$ cat src/verilog/fat_pkg.sv
// Constants, codes and types shared by the acquisition trigger control block
package fat_pkg;
  // ----------------------------------------------------------------
  // Widths and timing
  // ----------------------------------------------------------------
  localparam int CNT_W = 24;
  localparam int FILT_W = 8;
  localparam int CLK_PERIOD_NS = 40;
  localparam int MIN_PULSE_NS = 1000;
  // Least width rounds up to whole cycles
  localparam int WIRED_MIN_CYC = (MIN_PULSE_NS + CLK_PERIOD_NS - 1) / CLK_PERIOD_NS;
  localparam int LINK_MIN_CYC = 1;
  localparam logic [CNT_W-1:0] READOUT_CYCLES = 24'h000400;
  localparam logic [CNT_W-1:0] CNT_ONE = 24'h000001;
  localparam logic [CNT_W-1:0] CNT_ZERO = 24'h000000;
  localparam logic [CNT_W-1:0] CNT_MAX = 24'hFFFFFF;
  localparam logic [FILT_W-1:0] FILT_ZERO = 8'h00;
  localparam logic [FILT_W-1:0] FILT_ONE = 8'h01;

  // ----------------------------------------------------------------
  // Codes
  // ----------------------------------------------------------------
  localparam logic [1:0] KIND_EXPOSURE_START = 2'h0;
  localparam logic STYLE_PRESET = 1'b0;
  localparam logic STYLE_PULSE = 1'b1;
  localparam logic POL_RISING = 1'b1;

  typedef enum logic [1:0] {
    ORIG_HOST = 2'h0,
    ORIG_LINK = 2'h1,
    ORIG_WIRED = 2'h2
  } fat_origin_t;

  typedef enum logic [1:0] {
    ST_WAIT = 2'h0,
    ST_EXPOSE = 2'h1,
    ST_READOUT = 2'h2
  } fat_state_t;
endpackage : fat_pkg

$ cat src/verilog/fat_edge_if.sv
// Interface between the trigger controller and one trigger input conditioner
`timescale 1ns/1ps
`default_nettype none
interface fat_edge_if;
  logic pinLevel;
  logic risingActive;
  logic startPulse;
  logic endPulse;

  modport cond (input pinLevel, input risingActive, output startPulse, output endPulse);
  modport ctrl (output pinLevel, output risingActive, input startPulse, input endPulse);
endinterface : fat_edge_if
`default_nettype wire

$ cat src/verilog/fat_edge_cond.sv
// Trigger input conditioner: synchroniser, width filter and edge detector
`timescale 1ns/1ps
`default_nettype none
module fat_edge_cond #(
  parameter int MIN_CYC = 1
) (
  input wire logic clk,
  input wire logic rstSync_n,
  fat_edge_if.cond edge_io
);
  localparam logic [fat_pkg::FILT_W-1:0] RUN_LAST = fat_pkg::FILT_W'(MIN_CYC - 1);

  logic sync1_r;
  logic sync2_r;
  logic filt_r;
  logic [fat_pkg::FILT_W-1:0] runCnt_r;
  logic start_r;
  logic end_r;

  // ----------------------------------------------------------------
  // Decode
  // ----------------------------------------------------------------
  // Level differs from the accepted one; adopt once stable long enough
  wire differ = sync2_r ^ filt_r;
  wire adopt = differ && (runCnt_r == RUN_LAST);
  wire goesActive = adopt && (sync2_r == edge_io.risingActive);

  // Two-stage synchroniser on the pin
  always_ff @(posedge clk or negedge rstSync_n)
  begin
    if (!rstSync_n)
    begin
      sync1_r <= 1'b0;
      sync2_r <= 1'b0;
    end
    else
    begin
      sync1_r <= edge_io.pinLevel;
      sync2_r <= sync1_r;
    end
  end

  // Width filter: short pulses never reach the filtered level
  always_ff @(posedge clk or negedge rstSync_n)
  begin
    if (!rstSync_n)
    begin
      runCnt_r <= fat_pkg::FILT_ZERO;
      filt_r <= 1'b0;
    end
    else
    begin
      runCnt_r <= (differ && !adopt) ? runCnt_r + fat_pkg::FILT_ONE : fat_pkg::FILT_ZERO;
      if (adopt)
        filt_r <= sync2_r;
    end
  end

  // One-cycle pulses on active and opposite edges
  always_ff @(posedge clk or negedge rstSync_n)
  begin
    if (!rstSync_n)
    begin
      start_r <= 1'b0;
      end_r <= 1'b0;
    end
    else
    begin
      start_r <= goesActive;
      end_r <= adopt && !goesActive;
    end
  end

  assign edge_io.startPulse = start_r;
  assign edge_io.endPulse = end_r;

  // ----------------------------------------------------------------
  // Assertions
  // ----------------------------------------------------------------
  property p_filterWidth;
    @(posedge clk) disable iff (!rstSync_n)
    $changed(filt_r) |-> ($past(runCnt_r) == RUN_LAST);
  endproperty
  a_filterWidth: assert property (p_filterWidth) else $error("level adopted too early");

  property p_singlePulse;
    @(posedge clk) disable iff (!rstSync_n)
    start_r |=> !start_r;
  endproperty
  a_singlePulse: assert property (p_singlePulse) else $error("start pulse longer than one cycle");
endmodule : fat_edge_cond
`default_nettype wire

$ cat src/verilog/fat_trigger_ctrl.sv
// Frame acquisition arm/disarm and exposure-start trigger control
`timescale 1ns/1ps
`default_nettype none
// Operation
// - No capture before an arm command
// - Arm persists across any number of frames
// - Disarm while idle takes effect at once
// - Disarm mid-frame waits until frame completes
// - Disarmed device ignores all exposure triggers
// - Trigger leaves waiting state, exposes, reads out
// - One frame per accepted trigger
// - Gate off: triggers generated internally
// - Internal rate follows configured frame period
// - Gate on: triggers outside waiting discarded
// - One origin selected; each fire counts once
// - Link origin takes master channel triggers
// - Wired origin: valid pulse is one trigger
// - Link/wired offer preset or pulse-length exposure
// - Preset style exposes for duration value
// - Pulse style: exposure follows trigger width
// - Only exposure-start trigger kind begins capture
// - Edge polarity selects rising or falling
// - Wired pulses under one microsecond ignored
// - Free-run rate clamped to maximum rate
module fat_trigger_ctrl (
  input wire logic clk,
  input wire logic rst_n,
  input wire logic captureArmCmd,
  input wire logic captureDisarmCmd,
  input wire logic hostFireCmd,
  input wire logic startGateSelect,
  input wire logic [1:0] startOriginSelect,
  input wire logic [1:0] triggerKindSelect,
  input wire logic shutterTimingStyle,
  input wire logic edgePolaritySelect,
  input wire logic [23:0] shutterDurationValue,
  input wire logic [23:0] freeRunPeriodValue,
  input wire logic [23:0] minFramePeriodValue,
  input wire logic linkTriggerIn,
  input wire logic wiredTriggerIn,
  output logic captureArmed,
  output logic waitingForTrigger,
  output logic exposureActive,
  output logic readoutActive,
  output logic frameStart,
  output logic frameDone,
  output logic triggerDiscard
);
  localparam int W = fat_pkg::CNT_W;

  // ----------------------------------------------------------------
  // Reset release
  // ----------------------------------------------------------------
  logic rstMeta_r;
  logic rstSync_r;

  // Asynchronous assert, synchronous release through two stages
  always_ff @(posedge clk or negedge rst_n)
  begin
    if (!rst_n)
    begin
      rstMeta_r <= 1'b0;
      rstSync_r <= 1'b0;
    end
    else
    begin
      rstMeta_r <= 1'b1;
      rstSync_r <= rstMeta_r;
    end
  end

  // ----------------------------------------------------------------
  // Trigger input conditioners
  // ----------------------------------------------------------------
  fat_edge_if linkIo ();
  fat_edge_if wiredIo ();

  assign linkIo.pinLevel = linkTriggerIn;
  assign linkIo.risingActive = (edgePolaritySelect == fat_pkg::POL_RISING);
  assign wiredIo.pinLevel = wiredTriggerIn;
  assign wiredIo.risingActive = (edgePolaritySelect == fat_pkg::POL_RISING);

  // Link input: no width filter, master channel trigger
  fat_edge_cond #(
    .MIN_CYC(fat_pkg::LINK_MIN_CYC)
  ) u_linkCond (
    .clk(clk),
    .rstSync_n(rstSync_r),
    .edge_io(linkIo.cond)
  );

  // Wired input: pulses under the least width are dropped
  fat_edge_cond #(
    .MIN_CYC(fat_pkg::WIRED_MIN_CYC)
  ) u_wiredCond (
    .clk(clk),
    .rstSync_n(rstSync_r),
    .edge_io(wiredIo.cond)
  );

  // ----------------------------------------------------------------
  // State
  // ----------------------------------------------------------------
  fat_pkg::fat_state_t state_r;
  fat_pkg::fat_state_t stateNxt;
  logic armed_r;
  logic armedNxt;
  logic disarmPend_r;
  logic disarmPendNxt;
  logic pulseMode_r;
  logic [W-1:0] phaseCnt_r;
  logic [W-1:0] phaseCntNxt;
  logic [W-1:0] sinceStart_r;
  logic [W-1:0] durLatch_r;
  logic [W-1:0] expLen_r;
  logic waitOut_r;
  logic exposeOut_r;
  logic readOut_r;
  logic startOut_r;
  logic doneOut_r;
  logic discardOut_r;

  // ----------------------------------------------------------------
  // Trigger selection and acceptance
  // ----------------------------------------------------------------
  // Selected origin's start and end events
  wire originHost = (startOriginSelect == fat_pkg::ORIG_HOST);
  wire originLink = (startOriginSelect == fat_pkg::ORIG_LINK);
  wire originWired = (startOriginSelect == fat_pkg::ORIG_WIRED);
  wire selStart = (originHost && hostFireCmd) || (originLink && linkIo.startPulse)
    || (originWired && wiredIo.startPulse);
  wire selEnd = (originLink && linkIo.endPulse) || (originWired && wiredIo.endPulse);
  wire kindOk = (triggerKindSelect == fat_pkg::KIND_EXPOSURE_START);
  wire extTrig = startGateSelect && kindOk && selStart;
  // Free-run period, never shorter than the least frame period
  wire [W-1:0] effPeriod = (freeRunPeriodValue > minFramePeriodValue) ? freeRunPeriodValue
    : minFramePeriodValue;
  wire freeRunFire = !startGateSelect && kindOk && (sinceStart_r >= effPeriod);
  wire inWait = (state_r == fat_pkg::ST_WAIT);
  // A disarm caught on the last readout cycle blocks the next wait cycle too
  wire accept = armed_r && !disarmPend_r && inWait && (extTrig || freeRunFire);
  wire discard = extTrig && !accept;
  // Pulse-length style only for link or wired origins; host forces preset
  wire pulseSel = startGateSelect && !originHost
    && (shutterTimingStyle == fat_pkg::STYLE_PULSE);
  wire [W-1:0] durClamp = (shutterDurationValue == fat_pkg::CNT_ZERO) ? fat_pkg::CNT_ONE
    : shutterDurationValue;
  wire expEnd = pulseMode_r ? selEnd : (phaseCnt_r == fat_pkg::CNT_ONE);
  wire readEnd = (phaseCnt_r == fat_pkg::CNT_ONE);

  // ----------------------------------------------------------------
  // Frame sequencer next state
  // ----------------------------------------------------------------
  always_comb
  begin
    stateNxt = state_r;
    phaseCntNxt = phaseCnt_r;
    unique case (state_r)
      fat_pkg::ST_WAIT:
      begin
        if (accept)
        begin
          stateNxt = fat_pkg::ST_EXPOSE;
          phaseCntNxt = durClamp;
        end
      end
      fat_pkg::ST_EXPOSE:
      begin
        phaseCntNxt = phaseCnt_r - fat_pkg::CNT_ONE;
        if (expEnd)
        begin
          stateNxt = fat_pkg::ST_READOUT;
          phaseCntNxt = fat_pkg::READOUT_CYCLES;
        end
      end
      fat_pkg::ST_READOUT:
      begin
        phaseCntNxt = phaseCnt_r - fat_pkg::CNT_ONE;
        if (readEnd)
          stateNxt = fat_pkg::ST_WAIT;
      end
      default:
      begin
        stateNxt = fat_pkg::ST_WAIT;
        phaseCntNxt = fat_pkg::CNT_ZERO;
      end
    endcase
  end

  // Arm state: persistent arm, deferred disarm during a frame
  always_comb
  begin
    armedNxt = armed_r;
    disarmPendNxt = disarmPend_r;
    if (captureArmCmd)
    begin
      armedNxt = 1'b1;
      disarmPendNxt = 1'b0;
    end
    else if (captureDisarmCmd && inWait && !accept)
    begin
      armedNxt = 1'b0;
      disarmPendNxt = 1'b0;
    end
    else if (captureDisarmCmd && armed_r)
      disarmPendNxt = 1'b1;
    else if (disarmPend_r && (state_r == fat_pkg::ST_READOUT) && readEnd)
    begin
      armedNxt = 1'b0;
      disarmPendNxt = 1'b0;
    end
    else if (disarmPend_r && inWait)
    begin
      armedNxt = 1'b0;
      disarmPendNxt = 1'b0;
    end
  end

  // ----------------------------------------------------------------
  // Registers
  // ----------------------------------------------------------------
  // Sequencer and arm flags
  always_ff @(posedge clk or negedge rstSync_r)
  begin
    if (!rstSync_r)
    begin
      state_r <= fat_pkg::ST_WAIT;
      phaseCnt_r <= fat_pkg::CNT_ZERO;
      armed_r <= 1'b0;
      disarmPend_r <= 1'b0;
    end
    else
    begin
      state_r <= stateNxt;
      phaseCnt_r <= phaseCntNxt;
      armed_r <= armedNxt;
      disarmPend_r <= disarmPendNxt;
    end
  end

  // Per-frame latches and frame-period counter
  always_ff @(posedge clk or negedge rstSync_r)
  begin
    if (!rstSync_r)
    begin
      pulseMode_r <= 1'b0;
      durLatch_r <= fat_pkg::CNT_ONE;
      sinceStart_r <= fat_pkg::CNT_MAX;
    end
    else
    begin
      if (accept)
      begin
        pulseMode_r <= pulseSel;
        durLatch_r <= durClamp;
      end
      // A fresh arm lets free run fire at once
      sinceStart_r <= accept ? fat_pkg::CNT_ONE
        : (captureArmCmd && !armed_r) ? fat_pkg::CNT_MAX
        : (sinceStart_r == fat_pkg::CNT_MAX) ? sinceStart_r : sinceStart_r + fat_pkg::CNT_ONE;
    end
  end

  // Status outputs straight from flops
  always_ff @(posedge clk or negedge rstSync_r)
  begin
    if (!rstSync_r)
    begin
      waitOut_r <= 1'b0;
      exposeOut_r <= 1'b0;
      readOut_r <= 1'b0;
      startOut_r <= 1'b0;
      doneOut_r <= 1'b0;
      discardOut_r <= 1'b0;
    end
    else
    begin
      waitOut_r <= armedNxt && !disarmPendNxt && (stateNxt == fat_pkg::ST_WAIT);
      exposeOut_r <= (stateNxt == fat_pkg::ST_EXPOSE);
      readOut_r <= (stateNxt == fat_pkg::ST_READOUT);
      startOut_r <= accept;
      doneOut_r <= (state_r == fat_pkg::ST_READOUT) && readEnd;
      discardOut_r <= discard;
    end
  end

  assign captureArmed = armed_r;
  assign waitingForTrigger = waitOut_r;
  assign exposureActive = exposeOut_r;
  assign readoutActive = readOut_r;
  assign frameStart = startOut_r;
  assign frameDone = doneOut_r;
  assign triggerDiscard = discardOut_r;

  // ----------------------------------------------------------------
  // Assertions
  // ----------------------------------------------------------------
  // Exposure length helper
  always_ff @(posedge clk or negedge rstSync_r)
  begin
    if (!rstSync_r)
      expLen_r <= fat_pkg::CNT_ZERO;
    else if (state_r != fat_pkg::ST_EXPOSE)
      expLen_r <= fat_pkg::CNT_ZERO;
    else
      expLen_r <= expLen_r + fat_pkg::CNT_ONE;
  end

  property p_startNeedsArm;
    @(posedge clk) disable iff (!rstSync_r)
    frameStart |-> $past(armed_r) && $past(state_r == fat_pkg::ST_WAIT);
  endproperty
  a_startNeedsArm: assert property (p_startNeedsArm) else $error("frame started while disarmed");

  property p_disarmIdle;
    @(posedge clk) disable iff (!rstSync_r)
    captureDisarmCmd && !captureArmCmd && inWait && !accept |=> !captureArmed;
  endproperty
  a_disarmIdle: assert property (p_disarmIdle) else $error("idle disarm not immediate");

  property p_disarmBusy;
    @(posedge clk) disable iff (!rstSync_r)
    captureDisarmCmd && !captureArmCmd && armed_r && !inWait |=> captureArmed && disarmPend_r;
  endproperty
  a_disarmBusy: assert property (p_disarmBusy) else $error("disarm cut a frame short");

  property p_acceptExposes;
    @(posedge clk) disable iff (!rstSync_r)
    accept |=> exposureActive && !waitingForTrigger ##0 frameStart;
  endproperty
  a_acceptExposes: assert property (p_acceptExposes) else $error("trigger did not start exposure");

  property p_gatedOff;
    @(posedge clk) disable iff (!rstSync_r)
    $rose(exposureActive) && !$past(startGateSelect) |-> $past(sinceStart_r) >= $past(minFramePeriodValue);
  endproperty
  a_gatedOff: assert property (p_gatedOff) else $error("free-run faster than allowed");

  property p_discardBusy;
    @(posedge clk) disable iff (!rstSync_r)
    extTrig && !inWait |=> triggerDiscard && !frameStart;
  endproperty
  a_discardBusy: assert property (p_discardBusy) else $error("busy trigger not discarded");

  property p_presetLength;
    @(posedge clk) disable iff (!rstSync_r)
    (state_r == fat_pkg::ST_EXPOSE) && expEnd && !pulseMode_r |-> expLen_r + fat_pkg::CNT_ONE == durLatch_r;
  endproperty
  a_presetLength: assert property (p_presetLength) else $error("preset exposure length wrong");

  property p_pulseEnd;
    @(posedge clk) disable iff (!rstSync_r)
    (state_r == fat_pkg::ST_EXPOSE) && pulseMode_r && selEnd |=> readoutActive ##1 !exposureActive;
  endproperty
  a_pulseEnd: assert property (p_pulseEnd) else $error("pulse exposure did not end on edge");

  property p_hostPreset;
    @(posedge clk) disable iff (!rstSync_r)
    accept && originHost |=> !pulseMode_r;
  endproperty
  a_hostPreset: assert property (p_hostPreset) else $error("host trigger used pulse style");

  c_freeRun: cover property (@(posedge clk) disable iff (!rstSync_r)
    accept && !startGateSelect);
  c_wiredPulse: cover property (@(posedge clk) disable iff (!rstSync_r)
    accept && originWired && pulseSel);
  c_deferredDisarm: cover property (@(posedge clk) disable iff (!rstSync_r)
    disarmPend_r && (state_r == fat_pkg::ST_READOUT) && readEnd);
  c_discard: cover property (@(posedge clk) disable iff (!rstSync_r) triggerDiscard);
endmodule : fat_trigger_ctrl
`default_nettype wire

$ cat config.mk
export PLATFORM = sky130hd
export DESIGN_NAME = fat_trigger_ctrl
export DESIGN_NICKNAME = d
export VERILOG_FILES = /design/src/verilog/fat_pkg.sv /design/src/verilog/fat_edge_if.sv /design/src/verilog/fat_edge_cond.sv /design/src/verilog/fat_trigger_ctrl.sv
export SDC_FILE = /design/constraint.sdc
export NUM_CORES = 1
export LEC_CHECK = 0
export BUFFER_PORTS_ARGS = -buffer_cell sky130_fd_sc_hd__buf_2
export CAP_MARGIN = 25
export CORE_MARGIN = 5
export CORE_UTILIZATION = 57
export CTS_CLUSTER_SIZE = 25
export DETAILED_ROUTE_END_ITERATION = 16
export PLACE_DENSITY = 0.8
export SLEW_MARGIN = 10
export SYNTH_ARGS = -nofsm -noshare
export SYNTH_HDL_FRONTEND = slang
export SYNTH_SLANG_ARGS = --single-unit
$ cat constraint.sdc
create_clock -name clk -period 8.05 [get_ports clk]
set_input_delay 1.2075 -clock clk [delete_from_list [all_inputs] [get_ports clk]]
set_output_delay 1.2075 -clock clk [all_outputs]
set_load 0.005 [all_outputs]
==> impl_metrics.csv <==
group,metric,value,unit
timing,setup_viol,0,
timing,final-hold-violation-count,0,
detailed_routing,detail_route.wl_per_cell,16.1,um
die,fp.coreArea,10400,um^2
synth,synth_warnings,0,
detailed_routing,wl,14400,um
timing,finalMaxSlewViolations,0,
layout,fillers,873,
worst_setup_path,required,8.34,ns
run_status,status,"finished clean",
detailed_routing,num_vias,5373,
worst_setup_path,cp_data_arrival_time,5.93,ns
synth,synth_top_area_share,25.9,%
synth,syn_area_per_cell,9.02,um^2
cts,cts_tree,"built",
synth,synthTopCellsByArea,"dfrtp_1 26%, ha_1 11%, dfstp_2 10%, mux2i_1 4.6%, nor2_1 4.2%",
detailed_routing,dr.pass1.iters,5,
detailed_routing,drc,0,
die,num_rows,37,
layout,antenna_cells,0,
worst_setup_path,crit_type,"primary input to flop",
detailed_routing,drtIter0Drc,336,
power_and_ir_drop,p_per_area,280,nW/um^2
layout,areaGrowthSynthToFinish,12.3,%
layout,fin_util,66.0,%
global_routing,grt_start_max_net_pins,51,
synth,ys_types,72,
cts,clkTransAtPathRegs,0.08,ns
synth,synth-seq-cells,87,
global_routing,grt_usage,22.4,%
die,initial_core_util,58.8,%
global_routing,antenna_found_initial,0,
detailed_routing,vias_per_cell,5.97,
global_routing,grt_pass1_vias,5204,
synth,syn_area,6090,um^2
global_routing,grt_pass1_wl,23700,um
timing,tightest_slew,0.936,ns
synth,synth_edf_count,0,
timing,maxSlewHeadroom,37.3,%
synth,ys.flop_type,"dfrtp_1",
timing,final.min_clock_period,5.65,ns
layout,finish.net_count,900,
cts,cts_buffer_depth,2,
layout,drive_above_1_share,20.4,%
cts,clkLatencyLatePin,0.35,ns
cts,clkSinkCount,87,
placement,gp_congestion,0.896,
timing,timing.final.crit_share,70.2,%
synth,async_reset_ff_share,100,%
hold_path,hp-class,"flop to flop",
placement,numPortBuffers,92,
timing,fin_skew,0.00928,ns
synth,syn_inst,676,
cts,h-tree-depth,3,
cts,post_cts_resized,0,
worst_setup_path,worstSetupEndpointType,"flop",
worst_setup_path,reg2reg_from,"sinceStart_r[15]$_DFFE_PN1P_",
synth,yosysTopAreaCell,"dfrtp_1",
timing,fin_ws,2.40,ns
die,die-area,12900,um^2
die,fp.dieW,113,um
hold_path,min_from,"u_linkCond.sync1_r$_DFF_PN0_",
die,die_h,113,um
synth,seq_area_frac_synth,36.2,%
timing,max_freq,177,MHz
synth,synth_nets,817,
worst_setup_path,cp-start-kind,"primary input",
timing,grt_setup_unrepaired,"no",
power_and_ir_drop,leakagePower,3.12,nW
worst_setup_path,critPathMaxFanout,35,
placement,place_ws,2.05,ns
cts,cts_hold_buf,0,
placement,hpwl,11200,um
cts,post_cts_buffers,0,
detailed_routing,ant_nets,0,
run,maxCapViolCount,0,
power_and_ir_drop,ir_worst_vdd,0.000171,V
global_routing,overflow,0,
cts,cts_buffers,9,
die,ios,93,
worst_setup_path,cp-startpoint,"minFramePeriodValue[15]",
cts,cts-root-buf,"clkbuf_8",
timing,setup_tns,0,ns
stage by stage:
step	hold WS (ns)	instances	total power [mW]	area (um^2)
after detailed placement	0.335	884	1.60	6640
after floorplan	0.331	676	1.40	6090
final	0.353	900	1.92	6850
after global routing	0.364	900	2.06	6850
after CTS	0.354	900	1.92	6850
after global placement	0.333	883	1.55	6620
synth_stat cells, drive strengths merged (3+ instances only):
| library cell | number |
|---|---|
| and4 | 4 |
| nand3 | 31 |
| o22ai | 4 |
| nand2 | 40 |
| or3 | 3 |
| dfstp | 24 |
| a21oi | 50 |
| xnor2 | 16 |
| a32oi | 5 |
| nor3b | 3 |
| buf | 15 |
| o22a | 3 |
| nand3b | 4 |
| o211ai | 4 |
| mux2 | 3 |
| and2 | 7 |
| a211o | 4 |
| nor2 | 69 |
| o31ai | 7 |
| clkbuf | 8 |
| a31oi | 5 |
| and3 | 5 |
| o21ai | 50 |
| inv | 46 |
| or2 | 4 |
| mux2i | 28 |
| xor2 | 17 |
| a21o | 3 |
| nand4 | 16 |
| ha | 55 |
| nand2b | 4 |
| a211oi | 3 |
| dfrtp | 63 |
| nor4 | 17 |
| nor3 | 21 |
| a22oi | 3 |
| nor2b | 7 |
worst paths after layout:
path                            cells past startpoint  slack [ns]                                end
worst max-delay path                               20        2.40         phaseCnt_r[10]$_DFFE_PN0P_
worst min-delay path                                0        0.35       u_linkCond.sync2_r$_DFF_PN0_
worst max register to register                      9        5.18         phaseCnt_r[10]$_DFFE_PN0P_
worst min register to register                      0        0.35       u_linkCond.sync2_r$_DFF_PN0_
max in group asynchronous                           1        7.07          phaseCnt_r[0]$_DFFE_PN0P_
min in group asynchronous                           0        0.36  u_wiredCond.runCnt_r[5]$_DFF_PN0_
final cells by class:
type | instances | area, um^2 | area share, %
inverter | 46 | 175 | 2.56
timing repair buffer | 95 | 495 | 7.24
clock inverter | 5 | 66.3 | 0.969
sequential | 87 | 2210 | 32.3
clock buffer | 11 | 141 | 2.07
tap | 136 | 170 | 2.49
multi-input combinational | 520 | 3590 | 52.4
where the power goes:
part           internal, mW  switching [mW]
sequential            0.612           0.177
clock                 0.155           0.158
combinational         0.350           0.465
total                  1.12           0.801
sequential cells by signal (all words and copies together), names as in the netlist, 2 cells and up:
signal / flops
u_linkCond.runCnt_r: 8
sinceStart_r: 24
u_wiredCond.runCnt_r: 8
phaseCnt_r: 24
state_r: 2
metal layers:
metal	vias up	routed length (um)	GRT usage [%]	share of wire (%)
met4	0	291	6.57	2.0
li1	2628	-	-	-
met2	188	7020	38.4	49
met5	-	0	0	0
met1	2527	6200	29.1	43
met3	30	930	3.82	6.4
cells by family after synthesis:
group                      synth area share (%)
DFF                                        36.2
adders and majority gates                  11.3
other                                    0.0615
xor gates and xnor gates                   4.74
muxes                                      5.15
buffers and inverters                      5.07
and+or+nand+nor                            21.1
AOI/OAI and AO/OA                          16.4
layout by cell type, fill, tap and decap left out, types with 12 or more instances in the layout:
master    n
dfrtp_1  62
mux2i_1  28
dfstp_2  24
nand2_1  40
nor4_1   12
nor3_1   20
a21oi_1  50
xor2_1   17
buf_2    92
inv_1    45
nand4_1  16
nand3_1  31
o21ai_0  22
ha_1     55
xnor2_1  16
nor2_1   69
o21ai_1  28
worst max-delay path, cell delays in order:
cell	delay, ns
buf_2	0.09
inv_1	0.04
ha_1	0.28
nand3_1	0.11
nor3_1	0.32
o21a_1	0.17
o31ai_1	0.06
a31oi_1	0.21
a2bb2oi_2	0.52
buf_4	0.38
mux2i_1	0.27
ha_1	0.30
a21oi_1	0.14
nand3_1	0.10
a221o_1	0.35
o31a_1	0.35
nor3_4	0.30
inv_4	0.23
o31ai_1	0.30
o311a_1	0.20
Note: power is estimated with default switching activity, not from simulation.
